## config.mk

```make
export PLATFORM = sky130hd
export DESIGN_NAME = conv_control
export DESIGN_NICKNAME = d
export VERILOG_FILES = /design/src/conv_pkg.sv /design/src/conv_control.sv /design/src/result_former.sv /design/src/pin_input_gate.sv
export VERILOG_INCLUDE_DIRS = /design/src
export SDC_FILE = /design/constraint.sdc
export NUM_CORES = 1
export LEC_CHECK = 0
export BUFFER_PORTS_ARGS = -buffer_cell sky130_fd_sc_hd__buf_4
export CORE_MARGIN = 10
export CORE_UTILIZATION = 53
export DETAILED_ROUTE_END_ITERATION = 10
export PLACE_DENSITY = 0.82
export SLEW_MARGIN = 40
export SYNTH_ARGS = -nofsm -noshare
export SYNTH_HDL_FRONTEND = slang
export SYNTH_SLANG_ARGS = --single-unit
export TNS_END_PERCENT = 5
```

## constraint.sdc

```tcl
create_clock -name core_clk -period 3.6 [get_ports core_clk]
set_input_delay 0.72 -clock core_clk [delete_from_list [all_inputs] [get_ports core_clk]]
set_output_delay 0.72 -clock core_clk [all_outputs]
set_load 0.03 [all_outputs]
```

## src/conv_defines.svh

```systemverilog
`ifndef CONV_DEFINES_SVH
`define CONV_DEFINES_SVH

// register indices, byte address is four times the index
`define IDX_CTRL_B        6'h03
`define IDX_RESULT_LOW    6'h04
`define IDX_RESULT_HIGH   6'h05
`define IDX_CTRL_A        6'h06
`define IDX_INPUT_SELECT  6'h07
`define IDX_PIN_DISABLE   6'h08
`define IDX_PIN_VALUE     6'h09

// converter_control_status_a fields
`define CA_ENABLE_BIT     7
`define CA_START_BIT      6
`define CA_AUTO_BIT       5
`define CA_FLAG_BIT       4
`define CA_IE_BIT         3
`define CA_PRESCALE_MSB   2

// converter_control_status_b fields
`define CB_BIPOLAR_BIT    7
`define CB_REVERSE_BIT    5
`define CB_TRIG_MSB       2
`define CB_WRITE_MASK     8'hE7

// input_select_register fields
`define IS_ALIGN_BIT      5
`define IS_CHANNEL_MSB    3

// analog_pin_input_disable fields
`define PD_LSB            2
`define PD_MSB            5
`define PD_WRITE_MASK     8'h3C

// reset values and unipolar full scale code
`define RST_BYTE          8'h00
`define RST_RESULT        10'h000
`define FULL_SCALE        10'h3FF

`endif

```

## src/conv_pkg.sv

```systemverilog
package conv_pkg;

   // auto trigger source selections
   typedef enum logic [2:0] {
      TRIG_FREE_RUN   = 3'h0,
      TRIG_COMPARATOR = 3'h1,
      TRIG_EXT_INT0   = 3'h2,
      TRIG_T0_CMPA    = 3'h3,
      TRIG_T0_OVF     = 3'h4,
      TRIG_T0_CMPB    = 3'h5,
      TRIG_PIN_CHANGE = 3'h6,
      TRIG_NONE       = 3'h7
   } trig_src_e;

   typedef struct packed {
      logic comparator;
      logic ext_int0;
      logic t0_cmpa;
      logic t0_ovf;
      logic t0_cmpb;
      logic pin_change;
   } trigger_flags_s;

   typedef struct packed {
      logic       enable;
      logic       bipolar;
      logic       reverse;
      logic [3:0] channel;
      logic [2:0] prescale;
   } conv_cfg_s;

   typedef struct packed {
      logic [7:0]  ctrl_a;
      logic [7:0]  ctrl_b;
      logic [7:0]  in_sel;
      logic [7:0]  pin_dis;
      logic [9:0]  result;
      logic        lock;
      logic        trig_level;
      logic [2:0]  trig_src_prev;
      logic        start;
      logic        pready;
      logic        pslverr;
      logic [31:0] prdata;
   } ctrl_state_s;

   typedef struct packed {
      logic [3:0] sync1;
      logic [3:0] sync2;
      logic [3:0] value;
   } pin_state_s;

endpackage : conv_pkg

```

## src/conv_control.sv

```systemverilog
// Behaviour
// - reading the low result byte freezes both bytes until the high byte is read.
// - each finished conversion loads its ten-bit result into the result byte pair while the pair is not frozen.
// - left alignment puts bits 9:2 in high byte, bits 1:0 at low 7:6.
// - right alignment, the reset default, puts bits 7:0 low and 9:8 high.
// - bipolar mode gives two's complement results, nine magnitude bits plus sign.
// - unipolar mode gives ten bits, full scale when negative is not below positive.
// - polarity reversal swaps the differential pair in unipolar mode.
// - control register b bits 4 and 3 always read zero.
// - trigger source field only acts while auto trigger is enabled.
// - a rising edge of the selected trigger flag starts a conversion.
// - switching from a clear source to a set source counts as rising edge.
// - switching to free running never triggers by itself.
// - trigger codes: free run, comparator, int0, cmpA, overflow, cmpB, pin change.
// - a set pin disable bit turns off that pin input, which reads zero.
// - alignment changes show on the result bytes at once.
// - auto trigger enable lets the selected trigger start conversions.
// - completion flag sets on each finished conversion; writing one clears it.
//
// Chosen here: the APB slave port.
`timescale 1ns/1ps
`default_nettype none
`include "conv_defines.svh"

module conv_control (
   // clock and reset
   input  wire logic                       core_clk,
   input  wire logic                       resetn,
   // apb slave
   input  wire logic                       psel,
   input  wire logic                       penable,
   input  wire logic                       pwrite,
   input  wire logic [7:0]                 paddr,
   input  wire logic [31:0]                pwdata,
   output logic      [31:0]                prdata,
   output logic                            pready,
   output logic                            pslverr,
   // converter front end
   input  wire logic                       conv_done,
   input  wire logic [9:0]                 conv_pos,
   input  wire logic [9:0]                 conv_neg,
   output logic                            conv_start,
   output logic                            conv_active,
   output conv_pkg::conv_cfg_s             conv_cfg,
   // trigger flags of other peripherals
   input  wire conv_pkg::trigger_flags_s   trig_flags,
   // analog pins digital path
   input  wire logic [3:0]                 analog_pin_in,
   output logic      [3:0]                 pin_input_off,
   output logic      [3:0]                 pin_read_value
);

   conv_pkg::ctrl_state_s s_reg;
   conv_pkg::ctrl_state_s s_next;

   logic [9:0]           formed;
   logic [3:0]           pin_value;
   logic                 access;
   logic                 capture;
   logic                 complete;
   logic [5:0]           idx;
   logic                 mapped;
   logic [7:0]           rd_byte;
   logic [7:0]           low_byte;
   logic [7:0]           high_byte;
   logic                 busy;
   logic                 enabled;
   logic                 sel_level;
   logic                 trig_edge;
   conv_pkg::trig_src_e  trig_src;

   result_former u_former (
      .bipolar  (s_reg.ctrl_b[`CB_BIPOLAR_BIT]),
      .reverse  (s_reg.ctrl_b[`CB_REVERSE_BIT]),
      .pos_code (conv_pos),
      .neg_code (conv_neg),
      .result   (formed)
   );

   pin_input_gate u_pins (
      .core_clk     (core_clk),
      .resetn       (resetn),
      .pin_raw      (analog_pin_in),
      .disable_bits (s_reg.pin_dis[`PD_MSB:`PD_LSB]),
      .pin_value    (pin_value)
   );

   // result presentation follows the live alignment bit
   always_comb begin
      if (s_reg.in_sel[`IS_ALIGN_BIT]) begin
         high_byte = s_reg.result[9:2];
         low_byte  = {s_reg.result[1:0], 6'h00};
      end else begin
         high_byte = {6'h00, s_reg.result[9:8]};
         low_byte  = s_reg.result[7:0];
      end
   end

   // selected trigger level
   always_comb begin
      trig_src = conv_pkg::trig_src_e'(s_reg.ctrl_b[`CB_TRIG_MSB:0]);
      unique case (trig_src)
         conv_pkg::TRIG_FREE_RUN:   sel_level = s_reg.ctrl_a[`CA_FLAG_BIT];
         conv_pkg::TRIG_COMPARATOR: sel_level = trig_flags.comparator;
         conv_pkg::TRIG_EXT_INT0:   sel_level = trig_flags.ext_int0;
         conv_pkg::TRIG_T0_CMPA:    sel_level = trig_flags.t0_cmpa;
         conv_pkg::TRIG_T0_OVF:     sel_level = trig_flags.t0_ovf;
         conv_pkg::TRIG_T0_CMPB:    sel_level = trig_flags.t0_cmpb;
         conv_pkg::TRIG_PIN_CHANGE: sel_level = trig_flags.pin_change;
         conv_pkg::TRIG_NONE:       sel_level = 1'b0;
      endcase
   end

   // register read mux
   always_comb begin
      idx    = paddr[7:2];
      mapped = (paddr[1:0] == 2'h0);
      unique case (idx)
         `IDX_CTRL_B:       rd_byte = s_reg.ctrl_b & `CB_WRITE_MASK;
         `IDX_RESULT_LOW:   rd_byte = low_byte;
         `IDX_RESULT_HIGH:  rd_byte = high_byte;
         `IDX_CTRL_A:       rd_byte = s_reg.ctrl_a;
         `IDX_INPUT_SELECT: rd_byte = s_reg.in_sel;
         `IDX_PIN_DISABLE:  rd_byte = s_reg.pin_dis;
         `IDX_PIN_VALUE:    rd_byte = {4'h0, pin_value};
         default: begin
            rd_byte = `RST_BYTE;
            mapped  = 1'b0;
         end
      endcase
   end

   always_comb begin
      s_next       = s_reg;
      s_next.start = 1'b0;

      access   = psel & penable;
      capture  = access & ~s_reg.pready;
      complete = access & s_reg.pready;
      busy     = s_reg.ctrl_a[`CA_START_BIT];
      enabled  = s_reg.ctrl_a[`CA_ENABLE_BIT];

      // first access cycle: sample read data, apply read effects
      if (capture) begin
         s_next.pready  = 1'b1;
         s_next.prdata  = {24'h000000, rd_byte};
         s_next.pslverr = ~mapped;
         if (!pwrite && mapped && idx == `IDX_RESULT_LOW) begin
            s_next.lock = 1'b1;
         end
         if (!pwrite && mapped && idx == `IDX_RESULT_HIGH) begin
            s_next.lock = 1'b0;
         end
      end

      // second access cycle: transfer ends, writes take effect
      if (complete) begin
         s_next.pready  = 1'b0;
         s_next.pslverr = 1'b0;
         if (pwrite && mapped) begin
            unique case (idx)
               `IDX_CTRL_A: begin
                  s_next.ctrl_a[`CA_ENABLE_BIT] = pwdata[`CA_ENABLE_BIT];
                  s_next.ctrl_a[`CA_AUTO_BIT]   = pwdata[`CA_AUTO_BIT];
                  s_next.ctrl_a[`CA_IE_BIT]     = pwdata[`CA_IE_BIT];
                  s_next.ctrl_a[`CA_PRESCALE_MSB:0] = pwdata[`CA_PRESCALE_MSB:0];
                  if (pwdata[`CA_FLAG_BIT]) begin
                     s_next.ctrl_a[`CA_FLAG_BIT] = 1'b0;
                  end
                  // start written together with enable is honoured
                  if (pwdata[`CA_START_BIT] && pwdata[`CA_ENABLE_BIT] && !busy) begin
                     s_next.start                 = 1'b1;
                     s_next.ctrl_a[`CA_START_BIT] = 1'b1;
                  end
               end
               `IDX_CTRL_B: begin
                  s_next.ctrl_b = pwdata[7:0] & `CB_WRITE_MASK;
               end
               `IDX_INPUT_SELECT: begin
                  s_next.in_sel = pwdata[7:0];
               end
               `IDX_PIN_DISABLE: begin
                  s_next.pin_dis = pwdata[7:0] & `PD_WRITE_MASK;
               end
               default: begin
                  s_next.pslverr = 1'b0;
               end
            endcase
         end
      end

      // trigger edge detection on the selected flag
      s_next.trig_level    = sel_level;
      s_next.trig_src_prev = s_reg.ctrl_b[`CB_TRIG_MSB:0];
      trig_edge = sel_level & ~s_reg.trig_level;
      if (trig_src == conv_pkg::TRIG_FREE_RUN &&
          s_reg.trig_src_prev != s_reg.ctrl_b[`CB_TRIG_MSB:0]) begin
         trig_edge = 1'b0;
      end
      if (s_reg.ctrl_a[`CA_AUTO_BIT] && trig_edge && enabled && !busy) begin
         s_next.start                 = 1'b1;
         s_next.ctrl_a[`CA_START_BIT] = 1'b1;
      end

      // conversion finished
      if (conv_done && busy) begin
         s_next.ctrl_a[`CA_START_BIT] = 1'b0;
         s_next.ctrl_a[`CA_FLAG_BIT]  = 1'b1;
         if (!s_reg.lock) begin
            s_next.result = formed;
         end
      end

      // disabling the converter aborts a conversion
      if (!s_next.ctrl_a[`CA_ENABLE_BIT]) begin
         s_next.ctrl_a[`CA_START_BIT] = 1'b0;
         s_next.start                 = 1'b0;
      end
   end

   always_ff @(posedge core_clk or negedge resetn) begin
      if (!resetn) begin
         s_reg <= '0;
      end else begin
         s_reg <= s_next;
      end
   end

   assign prdata           = s_reg.prdata;
   assign pready           = s_reg.pready;
   assign pslverr          = s_reg.pslverr;
   assign conv_start       = s_reg.start;
   assign conv_active      = s_reg.ctrl_a[`CA_START_BIT];
   assign conv_cfg         = '{enable:   s_reg.ctrl_a[`CA_ENABLE_BIT],
                               bipolar:  s_reg.ctrl_b[`CB_BIPOLAR_BIT],
                               reverse:  s_reg.ctrl_b[`CB_REVERSE_BIT],
                               channel:  s_reg.in_sel[`IS_CHANNEL_MSB:0],
                               prescale: s_reg.ctrl_a[`CA_PRESCALE_MSB:0]};
   assign pin_input_off    = s_reg.pin_dis[`PD_MSB:`PD_LSB];
   assign pin_read_value   = pin_value;

endmodule : conv_control

`default_nettype wire

```

## src/result_former.sv

```systemverilog
`timescale 1ns/1ps
`default_nettype none
`include "conv_defines.svh"

module result_former (
   // mode
   input  wire logic       bipolar,
   input  wire logic       reverse,
   // front end codes
   input  wire logic [9:0] pos_code,
   input  wire logic [9:0] neg_code,
   // formed result
   output logic      [9:0] result
);

   logic [9:0]  hi_in;
   logic [9:0]  lo_in;
   logic [10:0] diff;

   always_comb begin
      hi_in = reverse ? neg_code : pos_code;
      lo_in = reverse ? pos_code : neg_code;
      diff  = {1'b0, pos_code} - {1'b0, neg_code};
      if (bipolar) begin
         // sign plus nine magnitude bits, two's complement
         result = diff[10:1];
      end else if (lo_in >= hi_in) begin
         result = `FULL_SCALE;
      end else begin
         result = 10'(hi_in - lo_in);
      end
   end

endmodule : result_former

`default_nettype wire

```

## src/pin_input_gate.sv

```systemverilog
`timescale 1ns/1ps
`default_nettype none

module pin_input_gate (
   // clock and reset
   input  wire logic       core_clk,
   input  wire logic       resetn,
   // pins and control
   input  wire logic [3:0] pin_raw,
   input  wire logic [3:0] disable_bits,
   // gated value
   output logic      [3:0] pin_value
);

   conv_pkg::pin_state_s s_reg;
   conv_pkg::pin_state_s s_next;

   always_comb begin
      s_next       = s_reg;
      s_next.sync1 = pin_raw;
      s_next.sync2 = s_reg.sync1;
      s_next.value = s_reg.sync2 & ~disable_bits;
   end

   always_ff @(posedge core_clk or negedge resetn) begin
      if (!resetn) begin
         s_reg <= '0;
      end else begin
         s_reg <= s_next;
      end
   end

   assign pin_value = s_reg.value;

endmodule : pin_input_gate

`default_nettype wire

```

==> results by group, run 1 <==
Outcome
  – Status: completed

Clock network
  – Maximum clock path buffer count: 2
  – PostCTS Resize Cnt: 0
  – CTS Root Buffer Type: clkbuf_8
  – Clock sink count: 64
  – Depth of the CTS H-tree: 3
  – CTS tree: built
  – Setup bufs post-CTS: 0
  – Clock-pin slew on the worst setup and hold paths: 0.07 ns
  – Num CTS Buffers: 9
  – Hold buffers post-CTS: 0
  – Worst-Skew Late Latency: 0.35 ns

Power
  – LEAKAGE: between 2 and 2.5 nW
  – VDD IR max: 168 uV
  – Pwr/cell area: 349 mW/mm^2

Finish
  – Finished Layout Cells: 607
  – Area grow syn2layout: 13.2%
  – Max reg flops: 23
  – Final core occ: around three fifths
  – # fillers: roughly 700
  – Layout cell share with drive strength beyond 1: between 30% and 40%
  – # diodes: 0
  – Post-layout nets: 593

Drt
  – 1st-pass router iterations: 7
  – # DRC: 0
  – DR vias/cell: 5.83
  – DR WL/cell: 18.1 um
  – Initial DRC Count: 316
  – ANT nets after route: 0
  – Routed Wire Length: 11000 um
  – DR vias: 3540

Worst setup path
  – CP max-delay cell: dfrtp_1
  – CP Class: register to register
  – CP Launch Type: register
  – CP peak stage delay: 0.58 ns
  – Critical Path AT: 3.24 ns
  – Crit-path cells: mux2_2 > ha_1 > fa_1 > nor2b_1 > o31a_1 > o211ai_1 > a21oi_1 > nand2_1 > o221a_2
  – CP Capture Type: register
  – Cell depth of the worst flop-to-flop path: 9
  – Largest fanout on the critical path: 10
  – Worst Path Required: 3.84 ns

STA
  – Fin crit period: 3.00 ns
  – Setup-failing EPs final: 0
  – RSZ-0062 raised after global routing: false
  – Fin. max-slew vios: 0
  – Tcrit/Tclk final: ~83%
  – Hold_ws: 0.334 ns
  – TNS Setup: 0 ns
  – Rel. slew slack: approximately half
  – Worst-Margin Slew: 0.747 ns
  – Max Clock Skew: around 0.0071 ns
  – Highest clock rate: 0.333 GHz
  – Fin. Hold Viols: 0

Flow run
  – Max Cap Viol: 0

Yosys
  – Syn Inst Count: 443
  – Avg Inst Size Synth: approximately 9.9 um^2
  – Post-synthesis register bit count: 64
  – Synth Warn #: 0
  – Ys flop type: dfrtp_1
  – Number of synthesized flops with an enable pin: 0
  – Register area share after synthesis: 36.5%
  – Synthesized area: 0.00438 mm^2
  – Share of synthesized registers carrying an async set or reset: 100%
  – Post-synth cell types: 68

Placement
  – PortBufs: 81
  – Placed insts: 591
  – HPWL Detailed: 8660 um
  – GP Congestion: 0.877

Floorplan
  – Initial core utilization: 53.9%
  – Die H: between 100 and 150 um
  – Top-Level Pins: 130
  – Die area: 0.0123 mm^2
  – Die width: between 100 and 150 um
  – Core region area: between 0.008 and 0.009 mm^2
  – FP Rows: 33

Hold path
  – Worst Hold Class: input port to async pin

Global routing
  – Vias in the first global route: 3624
  – Overall Global Routing Usage: 17.6%
  – Overflow after GRT: 0
  – Initial antenna violation count: 0
  – Largest net degree at the start of global routing: 65
  – First-pass GRT wire length: 18200 um
==> synth_stat cells (6+ instances only) <==
cell,count,area (um^2)
mux2i_1,13,130
dfrtp_1,64,1600
nand2_1,39,146
inv_1,16,60.1
a31oi_1,6,37.5
clkbuf_1,6,22.5
mux2_2,30,338
ha_1,18,225
nor2b_1,9,56.3
buf_4,50,375
nor3_1,7,35.0
nor2_1,20,75.1
nand3_1,8,40.0
o21ai_0,12,60.1
a21oi_1,20,100
o21a_1,10,75.1
xnor2_1,10,87.6
==> layout by cell type (no fill, tap or decap), drive strengths merged, types with 5 or more instances in the layout <==
master / netlist / final
clkbuf: 7 / 9
inv: 16 / 16
conb: 1 / 24
nand2b: 5 / 5
o21a: 10 / 10
mux2: 35 / 35
ha: 18 / 18
nor2: 22 / 22
o22ai: 5 / 5
a221oi: 6 / 6
nor2b: 9 / 9
a222oi: 5 / 5
nor3: 8 / 8
dfrtp: 64 / 64
a31oi: 6 / 6
mux2i: 13 / 13
xnor2: 10 / 10
buf: 56 / 83
o21ai: 14 / 14
o221a: 5 / 5
nand3: 8 / 8
nand2: 42 / 42
a21oi: 20 / 20
nor4: 5 / 5
==> kinds of logic after synthesis <==
logic type / synth area share [%]
simple gates: 14.7
compound gates: 15.7
buf+inv: 11.4
flops: 36.5
mux: 12.9
fa+ha+maj: 6.05
xor+xnor: 2.60
other cells: 0.0856
==> critical path: cells and delay by family, from the launching register on <==
family	cells	cell delay [ns]
simple gates	2	0.27
mux	1	0.39
fa+ha+maj	2	0.64
flops	1	0.58
compound gates	4	1.02
==> final cells by class <==
cell class              count  area (um^2)  share of cell area [%]
multi-input cells         323         2370                    47.7
flip-flops and latches     64         1600                    32.3
repair buffers             83          627                    12.6
well taps                 105          131                    2.65
clock buffers               9          124                    2.50
inverters                  16         60.1                    1.21
clock inverters             7         48.8                   0.984
==> metrics by stage <==
step           area [um^2]  total power (W)  worst slack [ns]
2_1_floorplan         4470          0.00110             0.776
4_1_cts               4960          0.00174             0.591
3_3_place_gp          4780          0.00120             0.576
5_1_grt               4960          0.00183             0.364
6_report              4960          0.00173             0.598
3_5_place_dp          4780          0.00121             0.495
==> final timing paths <==
kind | from | end | slack (ns)
max | conv_cfg[7] | s_reg[45] | 0.60
min reg2reg | u_pins.s_next[7] | u_pins.s_reg[7] | 0.35
max in group asynchronous | resetn | s_reg[37] | 2.85
min | resetn | prdata[2] | 0.33
max reg2reg | conv_cfg[7] | s_reg[45] | 0.60
min in group core_clk | u_pins.s_next[7] | u_pins.s_reg[7] | 0.35
==> power by group <==
group          total [W]  leakage (nW)  switching (W)  internal [W]
registers       0.000768         0.845      0.0000193      0.000749
logic           0.000428          1.42       0.000256      0.000172
clock network   0.000537        0.0772       0.000290      0.000247
total            0.00173          2.34       0.000565       0.00117
==> layer usage <==
metal | track usage (%) | part of all wire, %
met1 | 20.5 | 40
met2 | 29.4 | 49
met3 | 6.01 | 8.0
met4 | 6.08 | 2.8
met5 | 0 | 0
No activity file was read; power rests on OpenSTA's default activity.
==> run 2, diff against run 1 <==
- ABC_AREA: unset -> 1
- CORE_UTILIZATION: 53 -> 48
- PLACE_DENSITY: 0.82 -> 0.77
- clock period: 3.6 -> 2.55 ns (I/O delays scaled with it)
==> run 2 against run 1 <==
  * Synthesized cell count grew 40%
  * Wire length grew 14%
  * First-iteration DRC count shrank 13%
  * Largest cell class unchanged
  * Highest routed layer unchanged
==> results by group, run 2 <==
STA
  – Hold_ws: 0.125 ns (-0.209 ns)
  – Max Clock Skew: 0.00767 ns (+0.000561 ns)
  – RSZ-0062 raised after global routing: true
  – Worst-Margin Slew: 0.664 ns (-0.0833 ns)
  – Highest clock rate: 0.423 GHz (+27%)
  – Rel. slew slack: 55.6% (+5.6 points)
  – Setup-failing EPs final: 0 (unchanged)
  – Fin. Hold Viols: 0 (unchanged)
  – Fin. max-slew vios: 0 (unchanged)
  – Tcrit/Tclk final: 92.6% (+9.2 points)
  – Final worst-path setup slack: 0.188 ns (-0.410 ns)
  – TNS Setup: 0 ns (unchanged)
  – Fin crit period: 2.36 ns (-0.640 ns)

Yosys
  – Mux cell area share after synthesis: 0.217% (-13 points)
  – Syn Inst Count: 622 (+40%)
  – Synth Area in Compound Gates: 16.8% (+1.1 points)
  – Share of synthesized registers carrying an async set or reset: 100% (unchanged)
  – Count leader, synth: nand2_1
  – Post-synth cell types: 46 (-32%)
  – Register area share after synthesis: 34.6% (-1.9 points)
  – Top-area cell type share of the netlist area: 34.6% (-1.9 points)
  – Adder-cell share of the synthesized area: 5.74% (-0.31 points)
  – Avg Inst Size Synth: 7.43 um^2 (-25%)
  – Number of synthesized flops with an enable pin: 0 (unchanged)
  – Ys flop type: dfrtp_1
  – Commonest cells in the netlist: nand2_1, inv_1, dfrtp_1
  – Synth Area in Simple Gates: 23.3% (+8.6 points)
  – Synthesized area: 0.00462 mm^2 (+5.5%)
  – Post-synthesis register bit count: 64 (unchanged)
  – Largest family of logic cells by synthesized area: simple AND/OR/NAND/NOR gates
  – Synth Area in XOR/XNOR: 1.89% (-0.70 points)
  – Synth area leaders: dfrtp_1, nand2_1, buf_4, inv_1, o21ai_0
  – Post-synth top area cell: dfrtp_1
  – Synth Warn #: 0 (unchanged)

Finish
  – Area grow syn2layout: 16.0%
  – Finished Layout Cells: 820 (+35%)
  – # diodes: 0 (unchanged)
  – Post-layout nets: 782 (+32%)
  – # fillers: 905 (+30%)
  – Max reg flops: 23 (unchanged)
  – Commonest cells after routing, fill and taps aside: nand2_1, buf_4, inv_1
  – Layout cell share with drive strength beyond 1: 21.4% (-9.3 points)
  – Most common cell after layout, fill and taps aside: nand2_1

Worst setup path
  – Worst R2R End: s_reg[48]
  – Reg-to-Reg Start: conv_cfg[7]
  – Critical Path AT: 2.60 ns (-0.64 ns)
  – CP Launch Type: register
  – Reg2Reg Setup Slack: 0.19 ns (-0.41 ns)
  – Crit-path cells: nand2_1 > o21ai_0 > ha_1 > fa_1 > nand3b_1 > nand2_1 > nand2_1 > nand3b_1 > nand2_1 > nand2_1 > nand2_2 > o21ai_1 > nand2_1 > nand2_1 > nand2_1
  – Buf/Inv on CP: 0 (unchanged)
  – CP max-delay cell: dfrtp_2
  – CP Class: register to register
  – CP peak stage delay: 0.46 ns (-0.12 ns)
  – Worst Path Required: 2.79 ns (-1.05 ns)
  – CP delay by family, top: simple AND/OR/NAND/NOR gates
  – Cell depth of the worst flop-to-flop path: 15 (+6)
  – Largest fanout on the critical path: 10 (unchanged)
  – CP Capture Type: register
  – Most used cell, CP: nand2_1

Power
  – VDD IR max: 331 uV (+97%)
  – LEAKAGE: 2.87 nW (+23%)
  – Pwr/cell area: 486 mW/mm^2 (+39%)

Global routing
  – Initial antenna violation count: 0 (unchanged)
  – Largest net degree at the start of global routing: 65 (unchanged)
  – First-pass GRT wire length: 20600 um (+13%)
  – Vias in the first global route: 4173 (+15%)
  – Overall Global Routing Usage: 17.6% (about the same)
  – Overflow after GRT: 0 (unchanged)

Clock network
  – CTS tree: built
  – Maximum clock path buffer count: 2 (unchanged)
  – Clock-pin slew on the worst setup and hold paths: 0.08 ns (about the same)
  – CTS Root Buffer Type: clkbuf_8
  – Worst-Skew Late Latency: 0.34 ns (about the same)
  – Depth of the CTS H-tree: 3 (unchanged)
  – Clock sink count: 64 (unchanged)
  – Hold buffers post-CTS: 0 (unchanged)
  – Num CTS Buffers: 9 (unchanged)

Drt
  – Routed Wire Length: 12500 um (+14%)
  – DR WL/cell: 15.3 um (-16%)
  – 1st-pass router iterations: 5 (-2)
  – WL met2: 5710 um (+5.1%)
  – # DRC: 0 (unchanged)
  – DR vias: 4197 (+19%)
  – Initial DRC Count: 275 (-13%)
  – WL met3: 913 um (+4.1%)
  – DR vias/cell: 5.12 (-12%)
  – M1 wire length: 5760 um (+32%)
  – Highest metal used: met4
  – ANT nets after route: 0 (unchanged)

Flow run
  – Max Cap Viol: 0 (unchanged)

Floorplan
  – Die width: 118 um (+6.5%)
  – Initial core utilization: 49.6% (-4.3 points)
  – Die area: 0.0140 mm^2 (+13%)
  – FP Rows: 35 (+6.1%)
  – Core region area: 0.00933 mm^2 (+15%)
  – Die H: 118 um (+6.5%)
  – Top-Level Pins: 130 (unchanged)

Outcome
  – Status: completed

Placement
  – HPWL Detailed: 10000 um (+16%)
  – Post-place setup slack: -0.0613 ns (-0.556 ns)
  – GP Congestion: 0.910 (+3.7%)
  – Placed insts: 804 (+36%)
  – PortBufs: 81 (unchanged)

Hold path
  – Worst Hold Class: input port to async pin
## run 2: cell types whose count changed in the layout (fill, tap and decap cells not counted), sizes merged, moves of 6 or more
cell | before | now
nand2 | 42 | 146
o21ai | 14 | 72
nor2 | 22 | 40
inv | 16 | 91
buf | 83 | 94
nand3 | 8 | 33
xnor2 | 10 | 2
mux2i | 13 | 1
a221oi | 6 | 0
a21oi | 20 | 28
mux2 | 35 | 0
nor2b | 9 | 0
o21a | 10 | 0
## run 2: what timing repair did
action / CTS / global route
setup buffers: 0 / 0
gates resized for setup: 0 / 8
setup endpoints to repair: 0 / 10
## run 2: kinds of logic after synthesis
group	count (synthesis)
other cells	1
compound gates	130
fa+ha+maj	20
simple gates	241
xor+xnor	10
mux	1
flops	64
buf+inv	155
## run 2: per-layer routing
layer  vias to the layer above  GRT usage (%)
met5                         -              0
met3                        15           4.81
met2                       148           27.3
met1                      1963           23.4
met4                         0           4.95
li1                       2071              -
## run 2: power breakdown
group	leakage, nW	internal, W	switching [W]	total, W
clock network	0.110	0.000560	0.000423	0.000983
registers	0.836	0.00104	0.0000169	0.00106
logic	1.93	0.000205	0.000359	0.000564
total	2.87	0.00181	0.000798	0.00261
## run 2: area by class of cell
| type | count | area, um^2 | area share [%] |
|---|---|---|---|
| repair buffers | 94 | 709 | 13.2 |
| well taps | 129 | 161 | 3.01 |
| clock inverters | 7 | 103 | 1.91 |
| multi-input cells | 426 | 2320 | 43.3 |
| flip-flops and latches | 64 | 1600 | 29.9 |
| clock buffers | 9 | 124 | 2.31 |
| inverters | 91 | 342 | 6.37 |
## run 2: worst max-delay path by stage
stage / endpoint / cells past startpoint / slack, ns / from
floorplan: s_reg[48] / 17 / -0.04 / conv_cfg[7]
global placement: s_reg[43] / 17 / 0.03 / conv_neg[0]
detailed placement: s_reg[43] / 17 / -0.06 / conv_neg[0]
CTS: s_reg[43] / 15 / 0.06 / conv_cfg[7]
global route: s_reg[45] / 13 / -0.03 / conv_cfg[7]
finish: s_reg[48] / 15 / 0.19 / conv_cfg[7]
## run 2: stage by stage
step	cell area (um^2)	utilization (%)	power, W
finish	5360	57.5	0.00261
global route	5360	57.5	0.00273
CTS	5340	57.3	0.00261
detailed placement	5120	54.9	0.00163
global placement	5120	54.9	0.00162
floorplan	4710	-	0.00146
